==> src/design/voltage_detect_regs.svh <==
// Register offsets, field positions and reset values of the detector control
`ifndef VOLTAGE_DETECT_REGS_SVH
`define VOLTAGE_DETECT_REGS_SVH

// Byte offsets, decoded on the low address bits
`define VD_ADDR_BITS 5
`define VD_OFS_CTRL 5'h00
`define VD_OFS_CLR 5'h04
`define VD_OFS_SET 5'h08
`define VD_OFS_INV 5'h0C
`define VD_OFS_IRQ_STATUS 5'h10
`define VD_OFS_IRQ_MASK 5'h14

// Control register fields
`define VD_BIT_ENABLE 15
`define VD_BIT_STOP_IDLE 13
`define VD_BIT_DIRECTION 11
`define VD_BIT_BANDGAP 10
`define VD_BIT_REF 9
`define VD_BIT_EVENT 8
`define VD_LIMIT_MSB 3
`define VD_LIMIT_LSB 0

// Bits that software may change in the control register
`define VD_CTRL_WMASK 32'h0000_A80F
`define VD_CTRL_RESET 32'h0000_0000

// Limit code that selects the external sense pin
`define VD_LIMIT_EXTERNAL 4'hF

// Interrupt status and mask layout
`define VD_IRQ_WIDTH 2
`define VD_IRQ_DETECT 0
`define VD_IRQ_REF_READY 1
`define VD_IRQ_RESET 2'h0

`endif

==> src/design/voltage_detect_pkg.sv <==
// Types shared by the detector control and its event core
package voltage_detect_pkg;

   // Detector sequencing states, one-hot
   typedef enum logic [3:0] {
      ST_OFF = 4'b0001,
      ST_SETTLE = 4'b0010,
      ST_ARMED = 4'b0100,
      ST_HALTED = 4'b1000
   } detect_state_type;

   typedef logic [3:0] limit_code_type;

endpackage

==> src/design/detect_core_if.sv <==
// Signals between the register side and the detector event core
`timescale 1ns/100ps

interface detect_core_if;
   logic enable;
   logic stop_in_idle;
   logic direction_select;
   voltage_detect_pkg::limit_code_type trip_limit_code;
   logic bandgap_stable_flag;
   logic ref_stable_flag;
   logic event_active_flag;
   logic trip_pulse;
   logic ref_ready_pulse;

   modport ctrl (
      output enable,
      output stop_in_idle,
      output direction_select,
      output trip_limit_code,
      input bandgap_stable_flag,
      input ref_stable_flag,
      input event_active_flag,
      input trip_pulse,
      input ref_ready_pulse
   );

   modport core (
      input enable,
      input stop_in_idle,
      input direction_select,
      input trip_limit_code,
      output bandgap_stable_flag,
      output ref_stable_flag,
      output event_active_flag,
      output trip_pulse,
      output ref_ready_pulse
   );
endinterface

==> src/design/detect_event_core.sv <==
// Detector sequencing, stability flags and trip event generation
`timescale 1ns/100ps
`include "voltage_detect_regs.svh"

module detect_event_core (
   input wire logic hclk,
   input wire logic hresetn,
   detect_core_if.core cif,
   input wire logic chip_idle,
   input wire logic bandgap_ready,
   input wire logic ref_ready,
   input wire logic sense_at_or_above,
   input wire logic sense_at_or_below,
   output logic detector_power_en,
   output logic external_sense_select,
   output voltage_detect_pkg::limit_code_type trip_select
);

   voltage_detect_pkg::detect_state_type state_reg;
   voltage_detect_pkg::detect_state_type state_next;
   logic halt;
   logic crossed;
   logic event_next;

   // idle halt
   assign halt = cif.stop_in_idle & chip_idle;

   // direction picks which comparator side counts
   assign crossed = cif.direction_select ? sense_at_or_above
                                         : sense_at_or_below;

   // Sequencing: armed only once the reference has settled
   always_comb begin
      state_next = state_reg;
      case (state_reg)
         voltage_detect_pkg::ST_OFF: begin
            if (cif.enable && !halt)
               state_next = voltage_detect_pkg::ST_SETTLE;
         end
         voltage_detect_pkg::ST_SETTLE: begin
            if (!cif.enable)
               state_next = voltage_detect_pkg::ST_OFF;
            else if (halt)
               state_next = voltage_detect_pkg::ST_HALTED;
            else if (ref_ready)
               state_next = voltage_detect_pkg::ST_ARMED;
         end
         voltage_detect_pkg::ST_ARMED: begin
            if (!cif.enable)
               state_next = voltage_detect_pkg::ST_OFF;
            else if (halt)
               state_next = voltage_detect_pkg::ST_HALTED;
            else if (!ref_ready)
               state_next = voltage_detect_pkg::ST_SETTLE;
         end
         voltage_detect_pkg::ST_HALTED: begin
            if (!cif.enable)
               state_next = voltage_detect_pkg::ST_OFF;
            else if (!halt)
               state_next = voltage_detect_pkg::ST_SETTLE;
         end
         default: state_next = voltage_detect_pkg::ST_OFF;
      endcase
   end

   // state register
   always_ff @(posedge hclk or negedge hresetn) begin
      if (!hresetn)
         state_reg <= voltage_detect_pkg::ST_OFF;
      else
         state_reg <= state_next;
   end

   // event only while armed and enabled
   assign event_next = (state_reg == voltage_detect_pkg::ST_ARMED) &&
                       ref_ready && crossed && cif.enable && !halt;

   // event flag follows the comparator, set and cleared by hardware
   always_ff @(posedge hclk or negedge hresetn) begin
      if (!hresetn) begin
         cif.event_active_flag <= 1'b0;
         cif.trip_pulse <= 1'b0;
      end else begin
         cif.event_active_flag <= event_next;
         // pulse on entry only, so a held level fires once
         cif.trip_pulse <= event_next & ~cif.event_active_flag;
      end
   end

   // stability flags mirror the analog side while powered
   always_ff @(posedge hclk or negedge hresetn) begin
      if (!hresetn) begin
         cif.bandgap_stable_flag <= 1'b0;
         cif.ref_stable_flag <= 1'b0;
         cif.ref_ready_pulse <= 1'b0;
      end else begin
         cif.bandgap_stable_flag <= cif.enable & bandgap_ready;
         cif.ref_stable_flag <= cif.enable & ref_ready;
         cif.ref_ready_pulse <= cif.enable & ref_ready &
                                ~cif.ref_stable_flag;
      end
   end

   // Analog controls; power drops while halted and returns once the halt ends
   always_ff @(posedge hclk or negedge hresetn) begin
      if (!hresetn) begin
         detector_power_en <= 1'b0;
         external_sense_select <= 1'b0;
         trip_select <= 4'h0;
      end else begin
         // power follows enable, dropped in idle halt
         detector_power_en <= cif.enable & ~halt;
         // external pin against the band gap
         external_sense_select <=
            (cif.trip_limit_code == `VD_LIMIT_EXTERNAL);
         // code passed through as the trip range
         trip_select <= cif.trip_limit_code;
      end
   end

endmodule

==> src/design/voltage_detect_control.sv <==
// Supply level detector control: AHB-Lite registers, interrupt and core
//
// Notes on behaviour
// Control bit 15 turns the detector on when one and off when zero.
// With stop-in-idle (bit 13) set the detector halts in Idle mode.
// Direction bit 11 at one raises an event at or above the trip level.
// Direction bit at zero raises an event at or below the trip level.
// Read-only bit 10 shows band gap stability, driven by hardware only.
// Bit 9 shows reference stability; no interrupt flag while it is zero.
// Software should keep the interrupt masked while bit 9 reads zero.
// Read-only bit 8 shows an active event, set and cleared by hardware.
// Limit code 1111 compares the external pin with the band gap.
// Codes 1110 to 0101 pick supply trip ranges, higher code lower volts.
// Software must not use the reserved codes 0100 to 0000.
// Bits 31-16, 14, 12 and 7-4 of the control register read zero.
// Offsets 0x4, 0x8 and 0xC clear, set or toggle the written bits.
// Status flags are read-only; writable fields reset to zero.
// A crossing in the selected direction sets the interrupt flag.
// While disabled the event flag stays zero and no interrupt is set.
`timescale 1ns/100ps
`include "voltage_detect_regs.svh"

module voltage_detect_control (
   input wire logic hclk,
   input wire logic hresetn,
   input wire logic hsel,
   input wire logic [31:0] haddr,
   input wire logic [1:0] htrans,
   input wire logic hwrite,
   input wire logic [2:0] hsize,
   input wire logic [31:0] hwdata,
   input wire logic hready,
   output logic hreadyout,
   output logic [31:0] hrdata,
   output logic hresp,
   input wire logic chip_idle,
   input wire logic bandgap_ready,
   input wire logic ref_ready,
   input wire logic sense_at_or_above,
   input wire logic sense_at_or_below,
   output logic detector_power_en,
   output logic external_sense_select,
   output logic [3:0] trip_select,
   output logic irq
);

   detect_core_if cif ();

   logic [31:0] ctrl_reg;
   logic [31:0] ctrl_next;
   logic [`VD_IRQ_WIDTH-1:0] irq_status_reg;
   logic [`VD_IRQ_WIDTH-1:0] irq_status_next;
   logic [`VD_IRQ_WIDTH-1:0] irq_mask_reg;
   logic [`VD_IRQ_WIDTH-1:0] irq_mask_next;
   logic [`VD_IRQ_WIDTH-1:0] irq_events;
   logic wr_pend_reg;
   logic [`VD_ADDR_BITS-1:0] wr_addr_reg;
   logic rd_take;
   logic wr_take;
   logic [31:0] wmask_data;

   // Transfer in address phase: NONSEQ or SEQ while selected
   function automatic logic bus_take(input logic sel, input logic [1:0] tr,
                                     input logic rdy);
      bus_take = sel & tr[1] & rdy;
   endfunction

   // readback: writable fields plus hardware flags only
   function automatic logic [31:0] ctrl_view(input logic [31:0] c,
                                             input logic bg,
                                             input logic rf,
                                             input logic ev);
      logic [31:0] v;
      v = c & `VD_CTRL_WMASK;
      v[`VD_BIT_BANDGAP] = bg;
      v[`VD_BIT_REF] = rf;
      v[`VD_BIT_EVENT] = ev;
      ctrl_view = v;
   endfunction

   assign rd_take = bus_take(hsel, htrans, hready) & ~hwrite;
   assign wr_take = bus_take(hsel, htrans, hready) & hwrite;
   assign wmask_data = hwdata & `VD_CTRL_WMASK;

   // No wait states; every access completes OKAY
   assign hreadyout = 1'b1;
   assign hresp = 1'b0;

   // Write address held into the data phase, where hwdata stands
   always_ff @(posedge hclk or negedge hresetn) begin
      if (!hresetn) begin
         wr_pend_reg <= 1'b0;
         wr_addr_reg <= `VD_OFS_CTRL;
      end else if (hready) begin
         wr_pend_reg <= wr_take;
         wr_addr_reg <= haddr[`VD_ADDR_BITS-1:0];
      end
   end

   // control write and its clear, set and toggle aliases
   always_comb begin
      ctrl_next = ctrl_reg;
      if (wr_pend_reg) begin
         case (wr_addr_reg)
            `VD_OFS_CTRL: ctrl_next = wmask_data;
            `VD_OFS_CLR: ctrl_next = ctrl_reg & ~wmask_data;
            `VD_OFS_SET: ctrl_next = ctrl_reg | wmask_data;
            `VD_OFS_INV: ctrl_next = ctrl_reg ^ wmask_data;
            default: ctrl_next = ctrl_reg;
         endcase
      end
   end

   // writable fields reset to zero
   always_ff @(posedge hclk or negedge hresetn) begin
      if (!hresetn)
         ctrl_reg <= `VD_CTRL_RESET;
      else
         ctrl_reg <= ctrl_next;
   end

   // Fields handed to the core
   assign cif.enable = ctrl_reg[`VD_BIT_ENABLE];
   assign cif.stop_in_idle = ctrl_reg[`VD_BIT_STOP_IDLE];
   assign cif.direction_select = ctrl_reg[`VD_BIT_DIRECTION];
   assign cif.trip_limit_code = ctrl_reg[`VD_LIMIT_MSB:`VD_LIMIT_LSB];

   // trip pulse is already gated by reference stability
   assign irq_events[`VD_IRQ_DETECT] = cif.trip_pulse;
   assign irq_events[`VD_IRQ_REF_READY] = cif.ref_ready_pulse;

   // Sticky status, write one to clear; a new event wins over the clear
   always_comb begin
      irq_status_next = irq_status_reg;
      if (wr_pend_reg && wr_addr_reg == `VD_OFS_IRQ_STATUS)
         irq_status_next = irq_status_reg &
                           ~hwdata[`VD_IRQ_WIDTH-1:0];
      irq_status_next = irq_status_next | irq_events;
   end

   // Mask register write
   always_comb begin
      irq_mask_next = irq_mask_reg;
      if (wr_pend_reg && wr_addr_reg == `VD_OFS_IRQ_MASK)
         irq_mask_next = hwdata[`VD_IRQ_WIDTH-1:0];
   end

   // Interrupt status and mask registers
   always_ff @(posedge hclk or negedge hresetn) begin
      if (!hresetn) begin
         irq_status_reg <= `VD_IRQ_RESET;
         irq_mask_reg <= `VD_IRQ_RESET;
      end else begin
         irq_status_reg <= irq_status_next;
         irq_mask_reg <= irq_mask_next;
      end
   end

   // Level interrupt, registered to keep it glitch free
   always_ff @(posedge hclk or negedge hresetn) begin
      if (!hresetn)
         irq <= 1'b0;
      else
         irq <= |(irq_status_next & irq_mask_next);
   end

   // Read data built from next values so a read right after a write
   // sees the write; unmapped offsets read zero
   always_ff @(posedge hclk or negedge hresetn) begin
      if (!hresetn) begin
         hrdata <= 32'h0000_0000;
      end else if (hready) begin
         hrdata <= 32'h0000_0000;
         if (rd_take) begin
            case (haddr[`VD_ADDR_BITS-1:0])
               `VD_OFS_CTRL, `VD_OFS_CLR, `VD_OFS_SET, `VD_OFS_INV:
                  hrdata <= ctrl_view(ctrl_next, cif.bandgap_stable_flag,
                                      cif.ref_stable_flag,
                                      cif.event_active_flag);
               `VD_OFS_IRQ_STATUS:
                  hrdata <= {{(32-`VD_IRQ_WIDTH){1'b0}}, irq_status_next};
               `VD_OFS_IRQ_MASK:
                  hrdata <= {{(32-`VD_IRQ_WIDTH){1'b0}}, irq_mask_next};
               default: hrdata <= 32'h0000_0000;
            endcase
         end
      end
   end

   // Detector sequencing and analog controls
   detect_event_core core_inst (
      .hclk(hclk),
      .hresetn(hresetn),
      .cif(cif.core),
      .chip_idle(chip_idle),
      .bandgap_ready(bandgap_ready),
      .ref_ready(ref_ready),
      .sense_at_or_above(sense_at_or_above),
      .sense_at_or_below(sense_at_or_below),
      .detector_power_en(detector_power_en),
      .external_sense_select(external_sense_select),
      .trip_select(trip_select)
   );

endmodule

==> config.mk <==
export PLATFORM = sky130hd
export DESIGN_NAME = voltage_detect_control
export DESIGN_NICKNAME = d
export VERILOG_FILES = /design/src/design/voltage_detect_pkg.sv /design/src/design/detect_core_if.sv /design/src/design/detect_event_core.sv /design/src/design/voltage_detect_control.sv
export VERILOG_INCLUDE_DIRS = /design/src /design/src/design
export SDC_FILE = /design/constraint.sdc
export NUM_CORES = 1
export LEC_CHECK = 0
export BUFFER_PORTS_ARGS = -buffer_cell sky130_fd_sc_hd__buf_2
export CORE_MARGIN = 2
export CORE_UTILIZATION = 42
export DETAILED_ROUTE_END_ITERATION = 10
export GPL_TIMING_DRIVEN = 0
export PLACE_DENSITY = 0.77
export SLEW_MARGIN = 20
export SYNTH_ARGS = -nofsm -noshare
export SYNTH_HDL_FRONTEND = slang
export SYNTH_SLANG_ARGS = --single-unit
==> constraint.sdc <==
create_clock -name hclk -period 1.7 [get_ports hclk]
set_input_delay 0.255 -clock hclk [delete_from_list [all_inputs] [get_ports hclk]]
set_output_delay 0.255 -clock hclk [all_outputs]
set_load 0.03 [all_outputs]
# After elaboration in Yosys (flattened, before gate mapping)
# Index checks and enable logic that the tools add are counted.
[classes]
n_eq_ne = 19
mux = 17
bitwise = 22
reduce_logical = 15
[ops]
columns = ["cell", "n"]
rows = [
  ["32-bit case mux with 4 select lines", 1],
  ["16-bit case mux with 3 select lines", 1],
  ["4-bit two-way mux", 9],
  ["32-bit AND", 1],
  ["16-bit two-way mux", 2],
  ["16-bit inverter with 32-bit output", 1],
  ["32-bit by 16-bit bitwise OR with 32-bit output", 1],
  ["32-bit by 16-bit XOR with 32-bit output", 1],
  ["5-bit by 4-bit == test with 1-bit output, second input constant", 4],
  ["5-bit == test, second input constant", 4],
  ["4-bit case mux with 4 select lines", 1],
  ["1-bit AND", 10],
  ["5-bit by 3-bit == test with 1-bit output, second input constant", 2],
  ["5-bit logical NOT", 2],
  ["4-bit == test, second input constant", 2],
  ["4-bit by 3-bit inequality test with 1-bit output, second input constant", 2],
  ["1-bit logical AND", 7],
  ["2-bit AND", 2],
  ["4-bit by 1-bit == test with 1-bit output, second input constant", 1],
  ["4-bit by 2-bit == test with 1-bit output, second input constant", 1],
  ["4-bit by 3-bit == test with 1-bit output, second input constant", 1],
  ["2-bit two-way mux", 2],
  ["1-bit inverter", 4],
  ["4-bit AND reduction", 1],
  ["other kinds (10)", 10],
]
[totals]
register_bits = 90
in_bits = 79
out_inout_bits = 41
word_cells = 90

# Logic depth before layout (Yosys ltp)
[logic_depth]
depth_word = 6
depth_mapped = 6
mapped_depth_nobuf = 6

# Cells and area by module
# A second synthesis with hierarchy kept.
[hier_totals]
hier_cells = 223
area_unflattened_um2 = 2356.0
[modules_own_cells]
columns = ["mod", "n_inst", "cells_each", "area_each_um2", "seq_area_each_um2"]
rows = [
  ["voltage_detect_control", 1, 177, 1766.7, 700.7],
  ["detect_event_core", 1, 46, 589.3, 376.6],
]

# Least setup slack after synthesis
# No wires, ideal clock.
[synth_timing]
path_kind = "reg-to-reg"
from = "register wr_addr_reg[1]"
to = "register irq"
setup_time_ns = 0.121
arrival_time_ns = 1.555
required_ns = 1.579
setup_slack_ns = 0.024
stages_incl_launch_ff = 5
n_path_buf = 0
period_less_slack_ns = 1.676
cell_sequence = "dfrtp_1 -> or4b_4 -> o21a_1 -> or2_1 -> a22o_1"
[synth_between]
word_cells_on_any_way = 9
classes_between = "eq/ne (2); mux (2); bitwise (2); reduce/logical (3)"
[synth_rtl]
columns = ["element", "line_no", "text"]
rows = [
  ["from (decl)", "voltage_detect_control.sv:57", "logic [`VD_ADDR_BITS-1:0] wr_addr_reg;"],
  ["from (signal assigned)", "voltage_detect_control.sv:93", "wr_addr_reg <= `VD_OFS_CTRL;"],
  ["from (signal assigned)", "voltage_detect_control.sv:96", "wr_addr_reg <= haddr[`VD_ADDR_BITS-1:0];"],
  ["5-bit == test (no line)", "--", ""],
  ["1-bit logical AND (no line)", "--", ""],
  ["2-bit two-way mux", "voltage_detect_control.sv:144", "if (wr_pend_reg && wr_addr_reg == `VD_OFS_IRQ_MASK)"],
  ["net irq_mask_next[0]", "voltage_detect_control.sv:54", "logic [`VD_IRQ_WIDTH-1:0] irq_mask_next;"],
  ["2-bit AND", "voltage_detect_control.sv:164", "irq <= |(irq_status_next & irq_mask_next);"],
  ["2-bit OR reduction", "voltage_detect_control.sv:164", ""],
  ["to (signal assigned)", "voltage_detect_control.sv:164", ""],
  ["to (decl)", "voltage_detect_control.sv:44", "output logic irq"],
]
# The timed path passes the listed nets, and every way through them passes these cells.
# A chain may end at the register's enable or synchronous reset.

# Final worst setup path
[layout_timing]
from = "register wr_addr_reg[0]"
to = "register hrdata[11]"
[layout_between]
elab_chain_cells = 5
word_cells_on_any_way = 8
classes_between = "eq/ne (3); mux (4); reduce/logical (1)"
[layout_lines]
columns = ["element", "line_no", "text"]
rows = [
  ["5-bit by 4-bit == test with 1-bit output, or another cell as far along", "voltage_detect_control.sv:104", "case (wr_addr_reg)"],
  ["32-bit case mux with 4 select lines (*)", "voltage_detect_control.sv:104", ""],
  ["16-bit two-way mux (*)", "voltage_detect_control.sv:103", "if (wr_pend_reg) begin"],
  ["16-bit case mux with 3 select lines (*)", "voltage_detect_control.sv:175", "case (haddr[`VD_ADDR_BITS-1:0])"],
  ["16-bit two-way mux (*)", "voltage_detect_control.sv:174", "if (rd_take) begin"],
  ["to (signal assigned)", "voltage_detect_control.sv:177", "hrdata <= ctrl_view(ctrl_next, cif.bandgap_stable_flag,"],
  ["to (signal assigned)", "voltage_detect_control.sv:181", "hrdata <= {{(32-`VD_IRQ_WIDTH){1'b0}}, irq_status_next};"],
  ["to (signal assigned)", "voltage_detect_control.sv:183", "hrdata <= {{(32-`VD_IRQ_WIDTH){1'b0}}, irq_mask_next};"],
  ["to (decl)", "voltage_detect_control.sv:34", "output logic [31:0] hrdata,"],
]
# Every way passes the cells marked *; elsewhere a longest branch is shown, timed or not.

==> reports/qor.txt <==
CRITICAL PATH
---------------------------------------------------------------------------------
Endpoint kind of the worst setup timing path                                 flop
Data required time of the critical path                                   1860 ps
Slowest stage cell, crit path                                        sky130_fd_sc_hd__or4b_4
Crit-path cells                                                      or4b_4 > buf_8 > a2111oi_4 > o32ai_2
Crit path launch type                                                        flop
Arrival time worst endpoint                                               1930 ps
Peak per-stage delay on the critical path                                  570 ps
Setup CP Type                                                        flop to flop
Worst-path fanout max                                                           5

TIMING
---------------------------------------------------------------------------------
Setup repair after global routing missed its margin                           yes
Least-Margin Pin Slew                                                      958 ps
Maximum clock skew at final layout                                        4.10 ps
Final setup viols                                                               8
Setup TNS after final layout                                              -306 ps
Worst slew slack as a fraction of its limit                                 0.361
Number of hold violations in the final report                                   0
Number of slew-limit violations in the final report                             0
Highest achievable clock rate                                             566 MHz
Minimum setup slack in the final design                                  -66.6 ps
Final worst path period share                                                1.04
Post-layout min period                                                    1770 ps

DETAILED ROUTING
---------------------------------------------------------------------------------
Post-route DRC violation count                                                  0
Met2 Routed Length                                                        2530 um
Total wirelength of the detailed-routed design                            5140 um
Via count of the routed design                                              1,877
DRT Pass-1 Iters                                                                4
Detailed Route Iter0 Violations                                                92
Antenna violation net count after detailed routing                              0
Uppermost layer routed                                                       met4
M1 wire length                                                            2250 um
Via density per instance                                                     4.84
Detail-routed net length per standard cell                                13.2 um
Length of routed met3 wiring                                               275 um

CLOCK NETWORK
---------------------------------------------------------------------------------
H-tree Lvls                                                                     2
Clock latency on the worst-skew pair                                       300 ps
Clk slew on worst S/H paths                                                 80 ps
Clock tree root buffer cell                                          sky130_fd_sc_hd__clkbuf_8
Clock buffer count from CTS                                                     5
Number of buffers on the longest clock path                                     2
Count of clock tree sinks                                                      43
TritonCTS clock tree                                                         done

FLOORPLAN
---------------------------------------------------------------------------------
Die area                                                                6560 um^2
Die Span Y                                                                81.0 um
I/O pins                                                                      120
Initial Utilization                                                         0.428
Core Rows                                                                      28
Die boundary width                                                        81.0 um
Std-Cell Core Area                                                      5820 um^2

SYNTH
---------------------------------------------------------------------------------
Area share of the leading cell type in the synthesized netlist              0.422
Library cell occupying the most area in the post-synthesis netlist   sky130_fd_sc_hd__dfrtp_1
Cell variety after synth                                                       44
Share of synthesized flip-flops with an asynchronous set or reset            1.00
Number of synthesized flops with an enable pin                                  0
Most common cell in the netlist                                      sky130_fd_sc_hd__dfrtp_1
Post-synthesis average cell area                                        10.3 um^2
Sequential share of the synthesized area                                    0.433
Most used flip-flop cell after synthesis                             sky130_fd_sc_hd__dfrtp_1
Flip-flop and latch count after synthesis                                      43
Top cells by count, synth                                            sky130_fd_sc_hd__dfrtp_1, sky130_fd_sc_hd__inv_1, sky130_fd_sc_hd__buf_4
Syn Std Cell Area                                                       2490 um^2
Warnings from Yosys                                                             0
Cells taking the most area after synthesis                           sky130_fd_sc_hd__dfrtp_1, sky130_fd_sc_hd__buf_4, sky130_fd_sc_hd__ha_1, sky130_fd_sc_hd__inv_1, sky130_fd_sc_hd__o32ai_2
Number of instances in the synthesized netlist                                241

GLOBAL ROUTING
---------------------------------------------------------------------------------
Total grt overflow                                                              0
Wire length of the first global-routing pass                              8490 um
Number of global-route vias before repair                                   1,785
Global router's overall resource usage                                      0.170
Number of antenna violations at the first check in global routing               0
Largest net degree at the start of global routing                              44

RUN
---------------------------------------------------------------------------------
Maximum capacitance violations                                                  0

STATUS
---------------------------------------------------------------------------------
Result of the run                                                    complete, but fails checks
Failing checks                                                       negative setup slack

FINAL LAYOUT
---------------------------------------------------------------------------------
Fraction of layout instances using a drive strength above 1                 0.364
Final core occ                                                              0.536
Final Net Count                                                               405
Number of flip-flops in the largest register                                   10
# diodes                                                                        0
Number of standard cells in the layout, taps in and fillers out               388
Synth-to-Final Area Change                                                  25.1%

POWER
---------------------------------------------------------------------------------
Pwr Total                                                                 3190 uW
Power density of the placed cells                                    1020 nW/um^2
Static leakage power                                                   0.00151 uW
Worst IR drop on VDD                                                     0.616 mV

PLACE
---------------------------------------------------------------------------------
Final estimated routing congestion in global placement                      0.796
Count of buffers inserted at the top-level ports                               38
Placed Cells incl. Taps                                                       376
Hpwl dp                                                                   3710 um

WORST HOLD PATH
---------------------------------------------------------------------------------
Class of the worst hold path                                         primary input to async pin

[area by class of cell]
type                       instances  area, um^2
fill                             534        2700
multi-input combinational        155        1260
sequential                        43        1080
timing repair buffer              44         236
buffer                            32         236
inverter                          31         116
tap                               75        93.8
clock buffer                       7        86.3
clock inverter                     1        5.00
[report_power, final]
group          switching (uW)  total [uW]  internal (uW)
clock                     344         672            328
combinational             675        1110            432
sequential                161        1410           1250
total                    1180        3190           2000
[per-layer routing]
layer,vias to the layer above,global-route usage
met4,0,0.0542
met2,43,0.283
met5,-,0
met3,9,0.0422
li1,924,-
met1,901,0.217
[path summary, 6_finish.rpt]
path	cells after the start	slack, ps	start	end
min	1	100	hresetn	hrdata[1]$_DFFE_PN0P_
max reg2reg	4	-70	wr_addr_reg[0]$_DFFE_PN0P_	hrdata[11]$_DFFE_PN0P_
max	4	-70	wr_addr_reg[0]$_DFFE_PN0P_	hrdata[11]$_DFFE_PN0P_
max in group asynchronous	1	940	hresetn	ctrl_reg[15]$_DFF_PN0_
min in group hclk	2	160	bandgap_ready	core_inst.cif.bandgap_stable_flag$_DFF_PN0_
min reg2reg	0	420	ctrl_reg[0]$_DFF_PN0_	core_inst.trip_select[0]$_DFF_PN0_
[worst max-delay path, delay by kind of cell, from the launching register on]
kind	cells	cell delay, ps
AOI/OAI and AO/OA	2	440
DFF	1	450
buffers and inverters	1	160
and+or+nand+nor	1	570
[cells in the final DEF (no fill, tap or decap), drive strengths merged, types with 3 or more instances in the layout]
cell type  instances
dfrtp             42
a22o               3
mux2               5
o22ai              4
and2               5
nand2b             3
buf               71
a21oi              5
o32ai              6
nor4               3
or3                3
mux2i              8
clkbuf            12
o21ai              5
nor3               9
conb              24
a2111oi            4
ha                14
inv               31
nor2              19
or4b               5
nand2              5
[cells by family after synthesis]
group	after synthesis	synth area share
DFF	43	0.433
and+or+nand+nor	61	0.146
other	2	0.00302
muxes	13	0.0548
adders and majority gates	14	0.0704
AOI/OAI and AO/OA	42	0.150
buffers and inverters	65	0.140
xor gates and xnor gates	1	0.00352
[stage by stage]
stage / setup WS, ps / hold WS [ps] / cell area [um^2]
2_1_floorplan: 24.0 / -40.6 / 2570
6_report: -66.6 / 104 / 3120
3_3_place_gp: -167 / 395 / 2860
4_1_cts: -61.2 / 134 / 3070
3_5_place_dp: -223 / 400 / 2860
5_1_grt: -120 / 168 / 3120
[timing repair]
item / in CTS / in global routing
pin swaps: 7 / 13
setup buffers: 3 / 2
endpoints found under the setup margin: 15 / 15
hold buffers: 0 / 0
resized for setup: 18 / 12
hold endpoints to repair: 0 / 0
cloned: 0 / 1
Note: power is estimated with default switching activity, not from simulation.
